===== src/core/art_defines.vh =====
`ifndef ART_DEFINES_VH
`define ART_DEFINES_VH

// register addresses
`define ART_ADDR_CONTROL 8'h91
`define ART_ADDR_RELOAD_LOW 8'h92
`define ART_ADDR_RELOAD_HIGH 8'h93
`define ART_ADDR_COUNT_LOW 8'h94
`define ART_ADDR_COUNT_HIGH 8'h95

// control register fields
`define ART_BIT_HIGH_FLAG 7
`define ART_BIT_LOW_FLAG 6
`define ART_BIT_LOW_IRQ_EN 5
`define ART_BIT_CAPTURE_EN 4
`define ART_BIT_SPLIT 3
`define ART_BIT_RUN 2
`define ART_BIT_UNUSED 1
`define ART_BIT_EXT_SEL 0

// reset values
`define ART_RESET_CONTROL 8'h00
`define ART_RESET_BYTE 8'h00

// timing counts
`define ART_SYSTEM_CLOCK_DIV 4'hc
`define ART_EXT_DIV 4'h8
`define ART_SYNC_TICKS 2'h3

`endif


===== src/core/art_edge_sync.v =====
`timescale 1ns/100ps
module art_edge_sync (
   input wire i_clk,
   input wire i_reset,
   input wire i_pin,
   output reg o_rise
);
   reg meta;
   reg stable;
   reg stable_prev;

   always @(posedge i_clk or posedge i_reset) begin
      if (i_reset) begin
         meta <= 1'b0;
         stable <= 1'b0;
         stable_prev <= 1'b0;
         o_rise <= 1'b0;
      end else begin
         meta <= i_pin;
         stable <= meta;
         stable_prev <= stable;
         o_rise <= stable & ~stable_prev;
      end
   end
endmodule // art_edge_sync


===== src/core/art_tick_gen.v =====
`timescale 1ns/100ps
`include "art_defines.vh"
module art_tick_gen (
   input wire i_clk,
   input wire i_reset,
   input wire i_ext_rise,
   input wire i_suspend,
   input wire i_ext_sel,
   input wire i_high_system_clock,
   input wire i_low_system_clock,
   output wire o_tick_high,
   output wire o_tick_low,
   output wire o_ext_tick
);
   reg [3:0] div12;
   reg [3:0] div8;
   reg ext_tick_raw;
   reg ext_tick_sync;
   wire tick12;
   wire ext_tick;

   assign tick12 = (div12 == `ART_SYSTEM_CLOCK_DIV - 4'h1);

   always @(posedge i_clk or posedge i_reset) begin
      if (i_reset) begin
         div12 <= 4'h0;
      end else if (tick12) begin
         div12 <= 4'h0;
      end else begin
         div12 <= div12 + 4'h1;
      end
   end

   // divide external edges by eight
   always @(posedge i_clk or posedge i_reset) begin
      if (i_reset) begin
         div8 <= 4'h0;
         ext_tick_raw <= 1'b0;
         ext_tick_sync <= 1'b0;
      end else begin
         ext_tick_raw <= 1'b0;
         if (i_ext_rise) begin
            if (div8 == `ART_EXT_DIV - 4'h1) begin
               div8 <= 4'h0;
               ext_tick_raw <= 1'b1;
            end else begin
               div8 <= div8 + 4'h1;
            end
         end
         ext_tick_sync <= ext_tick_raw;
      end
   end

   // retimed outside suspend, direct in suspend
   assign ext_tick = i_suspend ? ext_tick_raw : ext_tick_sync;
   assign o_ext_tick = ext_tick;

   // per-byte clock source
   assign o_tick_high = i_suspend ? ext_tick :
      (i_high_system_clock ? 1'b1 : (i_ext_sel ? ext_tick : tick12));
   assign o_tick_low = i_suspend ? ext_tick :
      (i_low_system_clock ? 1'b1 : (i_ext_sel ? ext_tick : tick12));
endmodule // art_tick_gen


===== src/core/art_timer.v =====
// Overview of operation
// - split bit 0: one 16-bit reload counter; 1: two 8-bit reload counters
// - 16-bit wrap from all ones loads reload value and sets high flag
// - 16-bit overflow requests interrupt when timer interrupt enable set
// - 16-bit mode: low byte wrap also interrupts if low enable set
// - split mode: each byte reloads from its own reload byte
// - split mode: run bit gates high byte only; low byte always counts
// - byte clock: system_clock if select set, else system_clock/12 or external/8
// - split mode: external select shared, per-byte select may force system_clock
// - external/8 retimed outside suspend, drives counter directly in suspend
// - counting continues in suspend on external clock; overflow wakes device
// - other wake source: sync status high for three external/8 ticks
// - high flag on high byte wrap; low flag on low wrap always
// - split mode: interrupts on high wrap, and low wrap if enabled
// - capture only with capture enable 1 and split 0; system_clock sources outside suspend
// - comparator rising edge copies count into reload, sets high flag
// - control layout fixed; bit 1 reads zero; all bits reset zero
`timescale 1ns/100ps
`include "art_defines.vh"
module art_timer (
   input wire i_clk,
   input wire i_reset,
   input wire [7:0] i_sfr_addr,
   input wire i_sfr_write,
   input wire i_sfr_read,
   input wire [7:0] i_sfr_wdata,
   input wire i_high_byte_system_clock_select,
   input wire i_low_byte_system_clock_select,
   input wire i_timer_irq_enable,
   input wire i_suspend,
   input wire i_external_clock,
   input wire i_comparator,
   output reg [7:0] o_sfr_rdata,
   output reg o_irq_request,
   output reg o_wake,
   output reg o_suspend_sync_status
);
   // control register bits
   reg high_overflow_flag;
   reg low_overflow_flag;
   reg low_byte_irq_enable;
   reg comparator_capture_enable;
   reg split_mode_select;
   reg run_control;
   reg external_clock_select;

   // data registers
   reg [7:0] count_low_byte;
   reg [7:0] count_high_byte;
   reg [7:0] reload_low_byte;
   reg [7:0] reload_high_byte;

   // suspend tracking
   reg suspend_prev;
   reg woke_by_timer;
   reg [1:0] sync_left;

   // next values
   reg [7:0] next_count_low;
   reg [7:0] next_count_high;
   reg [7:0] next_reload_low;
   reg [7:0] next_reload_high;
   reg next_high_flag;
   reg next_low_flag;
   reg high_set;
   reg low_set;

   wire ext_rise;
   wire cmp_rise;
   wire tick_high;
   wire tick_low;
   wire ext_tick;
   wire capture_mode;
   wire access_ok;
   wire wr_control;
   wire wr_reload_low;
   wire wr_reload_high;
   wire wr_count_low;
   wire wr_count_high;
   wire [7:0] control_value;
   wire low_at_top;
   wire high_at_top;

   function hit;
      input [7:0] addr;
      input [7:0] target;
      begin
         hit = (addr == target);
      end
   endfunction

   // registers closed while resynchronising after wake
   assign access_ok = ~o_suspend_sync_status;
   assign wr_control = i_sfr_write & access_ok &
      hit(i_sfr_addr, `ART_ADDR_CONTROL);
   assign wr_reload_low = i_sfr_write & access_ok &
      hit(i_sfr_addr, `ART_ADDR_RELOAD_LOW);
   assign wr_reload_high = i_sfr_write & access_ok &
      hit(i_sfr_addr, `ART_ADDR_RELOAD_HIGH);
   assign wr_count_low = i_sfr_write & access_ok &
      hit(i_sfr_addr, `ART_ADDR_COUNT_LOW);
   assign wr_count_high = i_sfr_write & access_ok &
      hit(i_sfr_addr, `ART_ADDR_COUNT_HIGH);

   assign capture_mode = comparator_capture_enable &
      ~split_mode_select;

   assign low_at_top = (count_low_byte == 8'hff);
   assign high_at_top = (count_high_byte == 8'hff);

   art_edge_sync u_ext_sync (
      .i_clk(i_clk),
      .i_reset(i_reset),
      .i_pin(i_external_clock),
      .o_rise(ext_rise)
   );

   art_edge_sync u_cmp_sync (
      .i_clk(i_clk),
      .i_reset(i_reset),
      .i_pin(i_comparator),
      .o_rise(cmp_rise)
   );

   // capture restricts sources to system_clock or system_clock/12 outside suspend; suspend still counts external/8
   art_tick_gen u_tick (
      .i_clk(i_clk),
      .i_reset(i_reset),
      .i_ext_rise(ext_rise),
      .i_suspend(i_suspend),
      .i_ext_sel(external_clock_select & ~capture_mode),
      .i_high_system_clock(i_high_byte_system_clock_select),
      .i_low_system_clock(i_low_byte_system_clock_select),
      .o_tick_high(tick_high),
      .o_tick_low(tick_low),
      .o_ext_tick(ext_tick)
   );

   // counting, reload and capture
   always @* begin
      next_count_low = count_low_byte;
      next_count_high = count_high_byte;
      next_reload_low = reload_low_byte;
      next_reload_high = reload_high_byte;
      high_set = 1'b0;
      low_set = 1'b0;
      if (!split_mode_select) begin
         if (run_control && tick_low) begin
            if (low_at_top && high_at_top) begin
               next_count_low = reload_low_byte;
               next_count_high = reload_high_byte;
               high_set = 1'b1;
               low_set = 1'b1;
            end else if (low_at_top) begin
               next_count_low = 8'h00;
               next_count_high = count_high_byte + 8'h01;
               low_set = 1'b1;
            end else begin
               next_count_low = count_low_byte + 8'h01;
            end
         end
         if (capture_mode && cmp_rise) begin
            next_reload_low = count_low_byte;
            next_reload_high = count_high_byte;
            high_set = 1'b1;
         end
      end else begin
         // low byte ignores the run bit
         if (tick_low) begin
            if (low_at_top) begin
               next_count_low = reload_low_byte;
               low_set = 1'b1;
            end else begin
               next_count_low = count_low_byte + 8'h01;
            end
         end
         if (run_control && tick_high) begin
            if (high_at_top) begin
               next_count_high = reload_high_byte;
               high_set = 1'b1;
            end else begin
               next_count_high = count_high_byte + 8'h01;
            end
         end
      end
      if (wr_count_low) begin
         next_count_low = i_sfr_wdata;
      end
      if (wr_count_high) begin
         next_count_high = i_sfr_wdata;
      end
      if (wr_reload_low && !(capture_mode && cmp_rise)) begin
         next_reload_low = i_sfr_wdata;
      end
      if (wr_reload_high && !(capture_mode && cmp_rise)) begin
         next_reload_high = i_sfr_wdata;
      end
   end

   // flags: only software clears, hardware set wins
   always @* begin
      next_high_flag = high_overflow_flag;
      next_low_flag = low_overflow_flag;
      if (wr_control) begin
         next_high_flag = i_sfr_wdata[`ART_BIT_HIGH_FLAG];
         next_low_flag = i_sfr_wdata[`ART_BIT_LOW_FLAG];
      end
      if (high_set) begin
         next_high_flag = 1'b1;
      end
      if (low_set) begin
         next_low_flag = 1'b1;
      end
   end

   always @(posedge i_clk or posedge i_reset) begin
      if (i_reset) begin
         count_low_byte <= `ART_RESET_BYTE;
         count_high_byte <= `ART_RESET_BYTE;
         reload_low_byte <= `ART_RESET_BYTE;
         reload_high_byte <= `ART_RESET_BYTE;
      end else begin
         count_low_byte <= next_count_low;
         count_high_byte <= next_count_high;
         reload_low_byte <= next_reload_low;
         reload_high_byte <= next_reload_high;
      end
   end

   // control register
   always @(posedge i_clk or posedge i_reset) begin
      if (i_reset) begin
         high_overflow_flag <= 1'b0;
         low_overflow_flag <= 1'b0;
         low_byte_irq_enable <= 1'b0;
         comparator_capture_enable <= 1'b0;
         split_mode_select <= 1'b0;
         run_control <= 1'b0;
         external_clock_select <= 1'b0;
      end else begin
         high_overflow_flag <= next_high_flag;
         low_overflow_flag <= next_low_flag;
         if (wr_control) begin
            low_byte_irq_enable <=
               i_sfr_wdata[`ART_BIT_LOW_IRQ_EN];
            comparator_capture_enable <=
               i_sfr_wdata[`ART_BIT_CAPTURE_EN];
            split_mode_select <= i_sfr_wdata[`ART_BIT_SPLIT];
            run_control <= i_sfr_wdata[`ART_BIT_RUN];
            external_clock_select <=
               i_sfr_wdata[`ART_BIT_EXT_SEL];
         end
      end
   end

   assign control_value = {
      high_overflow_flag,
      low_overflow_flag,
      low_byte_irq_enable,
      comparator_capture_enable,
      split_mode_select,
      run_control,
      1'b0,
      external_clock_select
   };

   // read port
   always @(posedge i_clk or posedge i_reset) begin
      if (i_reset) begin
         o_sfr_rdata <= 8'h00;
      end else if (i_sfr_read && access_ok) begin
         case (i_sfr_addr)
            `ART_ADDR_CONTROL: begin
               o_sfr_rdata <= control_value;
            end
            `ART_ADDR_RELOAD_LOW: begin
               o_sfr_rdata <= reload_low_byte;
            end
            `ART_ADDR_RELOAD_HIGH: begin
               o_sfr_rdata <= reload_high_byte;
            end
            `ART_ADDR_COUNT_LOW: begin
               o_sfr_rdata <= count_low_byte;
            end
            `ART_ADDR_COUNT_HIGH: begin
               o_sfr_rdata <= count_high_byte;
            end
            default: begin
               o_sfr_rdata <= 8'h00;
            end
         endcase
      end else begin
         o_sfr_rdata <= 8'h00;
      end
   end

   // interrupt request level
   always @(posedge i_clk or posedge i_reset) begin
      if (i_reset) begin
         o_irq_request <= 1'b0;
      end else begin
         o_irq_request <= i_timer_irq_enable & (next_high_flag |
            (low_byte_irq_enable & next_low_flag));
      end
   end

   // wake on overflow while suspended
   always @(posedge i_clk or posedge i_reset) begin
      if (i_reset) begin
         o_wake <= 1'b0;
         woke_by_timer <= 1'b0;
      end else begin
         o_wake <= i_suspend & (high_set | low_set) &
            ~(capture_mode & cmp_rise);
         if (!i_suspend) begin
            woke_by_timer <= 1'b0;
         end else if (high_set | low_set) begin
            woke_by_timer <= 1'b1;
         end
      end
   end

   // resync window after a wake from another source
   always @(posedge i_clk or posedge i_reset) begin
      if (i_reset) begin
         suspend_prev <= 1'b0;
         sync_left <= 2'h0;
         o_suspend_sync_status <= 1'b0;
      end else begin
         suspend_prev <= i_suspend;
         if (suspend_prev && !i_suspend && !woke_by_timer) begin
            sync_left <= `ART_SYNC_TICKS;
            o_suspend_sync_status <= 1'b1;
         end else if (sync_left != 2'h0) begin
            if (ext_tick) begin
               sync_left <= sync_left - 2'h1;
               o_suspend_sync_status <= (sync_left != 2'h1);
            end
         end else begin
            o_suspend_sync_status <= 1'b0;
         end
      end
   end
endmodule // art_timer


===== config.mk =====
export PLATFORM = sky130hd
export DESIGN_NAME = art_timer
export DESIGN_NICKNAME = d
export VERILOG_FILES = /design/src/core/art_edge_sync.v /design/src/core/art_tick_gen.v /design/src/core/art_timer.v
export VERILOG_INCLUDE_DIRS = /design/src /design/src/core
export SDC_FILE = /design/constraint.sdc
export NUM_CORES = 1
export LEC_CHECK = 0
export BUFFER_PORTS_ARGS = -buffer_cell sky130_fd_sc_hd__buf_2
export CAP_MARGIN = 10
export CORE_AREA = 2 2 97 99
export CTS_CLUSTER_DIAMETER = 120
export DETAILED_ROUTE_END_ITERATION = 7
export DIE_AREA = 0 0 99 101
export PLACE_DENSITY = 0.62
export SLEW_MARGIN = 20
export SYNTH_ARGS = -nofsm -noshare
export SYNTH_HDL_FRONTEND = slang
export SYNTH_HIERARCHICAL = 1
export SYNTH_SLANG_ARGS = --single-unit

===== constraint.sdc =====
create_clock -name i_clk -period 3.2 [get_ports i_clk]
set_clock_uncertainty 0.05 [all_clocks]
set_input_delay 0.64 -clock i_clk [delete_from_list [all_inputs] [get_ports i_clk]]
set_output_delay 0.64 -clock i_clk [all_outputs]
set_load 0.03 [all_outputs]

==> flow_summary.toml <==
[outcome]
status = "finished, final reports clean"

[pwr]
power_frac_comb_pct = 21.0
pwr-share-clk_pct = 32.0
ir_worst_vdd_uv = 389.4
internal_power_uw = 1839
netSwitchingPower_uw = 917.7
p_leak_uw = 0.001934
pwr-share-seq_pct = 47.0
powerDensity_mw_per_mm2 = 609.9
p_sw_share_pct = 33.29

[synth]
yosysSeqAreaShare_pct = 45.79
yosys_register_bits = 72
synth-edff-count = 0
synthCells = 389
avgSynthCellArea_um2 = 10.12
synth_area_leaders = "dfrtp_1 (46%), nand2_1 (4.8%), a22oi_1 (4.2%), o21ai_0 (2.7%), a221o_1 (2.5%)"
yosys.area.top_type = "dfrtp_1"
syn_area_mm2 = 0.003935
syn-num-nets = 421
synth_top_area_share_pct = 45.79
yosys_warnings = 6
synth_most_common_cell = "dfrtp_1"
synthTopCellsByCount = "dfrtp_1 (72), nand2_1 (50), nor2_1 (24), a22oi_1 (22), o21ai_0 (21)"
synth.lib_cells_used.distinct = 75
synthArstFlopShare_pct = 100.0
ys.flop_type = "dfrtp_1"

[critical_path]
cp_data_required_time_ns = 3.39
r2r_end = "count_high_byte[7]"
arrival_ns = 2.82
crit_chain = "a21boi_0, nand2_1, a31oi_1, inv_1, o41a_1, a2111oi_0, o21ai_0, a22o_1"
rr_worst_depth = 8
critPathBufInv = 1
max_stage_delay_ns = 0.44
r2r-start = "external_clock_select"
critical_path.top_delay_family = "compound AO/OA/AOI/OAI gates"
worstSetupEndpointType = "register"
critPathMaxFanout = 3
start_kind = "register"
cp_slowest_cell = "o41a_1"
r2r_slack_ns = 0.57
crit_type = "register to register"

[die]
rows = 35
pin_count = 37
start_util_pct = 43.83
chipHeight_um = 101
dieArea_mm2 = 0.009999
die_width_um = 99
core_mm2 = 0.008977

[timing]
relSlewSlack_pct = 44.12
rsz0062_at_grt = "no"
maxSlewViolCount = 0
min_period_ns = 2.633
final.period_utilization_pct = 82.29
fmax_mhz = 379.8
finalSetupTns_ns = 0
tightestPinTransition_ns = 0.8294
setup_viol = 0
finalHoldViolCount = 0

[clock_tree]
hold_buffers = 0
cts_sinks = 72
insertion_delay_ns = 0.35
cts_made_buffers = 9
cts_tree = "yes"
clkTransAtPathRegs_ns = 0.08
ctsResizeCount = 0
clk_path_buf_depth = 2
cts-htree-levels = 3
cts_root_buffer = "clkbuf_8"
postCtsSetupBuffers = 0

[drt]
ant_nets = 0
avgRoutedWirePerCell_um = 18.76
drt-initial-drc-count = 352
remaining_drc_errors = 0
drt-total-wl_um = 10340
drt-vias-per-instance = 5.984
vias = 3297
drtPass1Iterations = 8

[global_routing]
grt_busiest_layer = "met2"
antenna_found_initial = 0
grtUsageTotal_pct = 21.73
grt_pass1_wl_um = 16840
grt.met2_usage_pct = 34.72
grt_pass1_vias = 3147
grt_overflow = 0
gr-usage-met3_pct = 4.716
grt_max_degree = 24
grtUsageMet1_pct = 29.89

[layout]
drive_above_1_share_pct = 21.59
fin_area_mm2 = 0.004519
fill_cells = 858
instances_no_fill = 551
final_nets = 467
utilization_pct = 50.34
antenna_cells = 0
area.growth.synth_to_final_pct = 14.85

[placed_design]
routabilityCongestion = 0.9053
place_inst = 535
portBuffers = 36
dp_hpwl_um = 7595
placed_area_mm2 = 0.004277

[min_path]
hold_path.class = "primary input to asynchronous set/reset pin"

[flow_run]
max-cap-violations = 0
[logic make-up (layout without fill, tap and decap cells)]
| group | after synthesis | in the layout | share of synthesized area [%] |
|---|---|---|---|
| flops | 72 | 72 | 45.79 |
| mux | 14 | 14 | 3.943 |
| buf+inv | 30 | 81 | 3.338 |
| compound gates | 117 | 117 | 21.78 |
| simple gates | 145 | 145 | 22.13 |
| fa+ha+maj | 6 | 6 | 1.908 |
| xor+xnor | 5 | 5 | 1.113 |
[power groups by stage]
stage	Clock [µW]	Sequential, µW	Combinational [µW]
2_1_floorplan	0	1210	483
3_3_place_gp	0	1300	561
3_5_place_dp	0	1300	579
4_1_cts	896	1290	581
5_1_grt	936	1320	648
6_report	882	1290	580
[area by class of cell]
type | count | area [µm²] | share of cell area [%]
multi-input combinational | 287 | 2002 | 44.30
sequential | 72 | 1802 | 39.87
tap | 111 | 138.9 | 3.073
clock buffer | 9 | 123.9 | 2.741
timing repair buffer | 48 | 270.3 | 5.980
inverter | 17 | 63.81 | 1.412
clock inverter | 7 | 118.9 | 2.630
[stage by stage]
stage	hold WS [ns]	setup slack, ns	total power [µW]
floorplan	0.2812	0.8140	1698
global placement	0.2828	0.6909	1859
detailed placement	0.2847	0.5857	1882
CTS	0.1218	0.5909	2764
global route	0.1362	0.3821	2906
finish	0.1319	0.5668	2756
[registers in the layout, indices dropped and copies added (netlist names), 2 cells and up]
name              flops
o_sfr_rdata           8
count_low_byte        8
u_tick/div12          4
reload_high_byte      8
count_high_byte       8
sync_left             2
u_tick/div8           4
reload_low_byte       8
[metal layers]
| layer | vias to the layer above | part of all wire, % |
|---|---|---|
| met3 | 20 | 6.4 |
| met1 | 1587 | 44 |
| li1 | 1560 | - |
| met4 | 0 | 1.6 |
| met2 | 130 | 48 |
| met5 | - | 0 |
[worst register-to-register path: stages, from the launching register on]
cell and delay, ns:
dfrtp_1 0.41, a21boi_0 0.31, nand2_1 0.13, a31oi_1 0.36
inv_1 0.12, o41a_1 0.44, a2111oi_0 0.34, o21ai_0 0.16
a22o_1 0.22
[worst max path at each step]
stage,from,endpoint,slack [ns],depth (start not counted)
2_1_floorplan,split_mode_select,count_high_byte[7],0.81,9
3_3_place_gp,i_suspend,count_high_byte[7],0.69,8
3_5_place_dp,i_suspend,count_high_byte[7],0.59,8
4_1_cts,split_mode_select,count_high_byte[7],0.59,9
5_1_grt,split_mode_select,count_high_byte[7],0.38,9
6_report,external_clock_select,count_high_byte[7],0.57,8
[placed cells by master, fill, tap and decap left out, types with 3 or more instances in the layout]
cell        n
nand2b_1    5
dfrtp_1    72
nor2b_1     4
o21a_1      3
a221o_1    10
nor3_1      7
ha_1        6
o31ai_1     5
nor2_1     24
mux2_2      7
nand3_1    10
and3_1      3
buf_2      36
nand2_1    50
or3_1       3
inv_1      15
and2_1      9
nor4_4      3
xnor2_1     3
mux2i_1     5
a21oi_1    13
nand4_1     3
o21ai_0    21
a22oi_1    22
bufinv_16   3
clkbuf_8    9
a31oi_1    13
buf_4      12
Note: power is estimated with default switching activity, not from simulation.
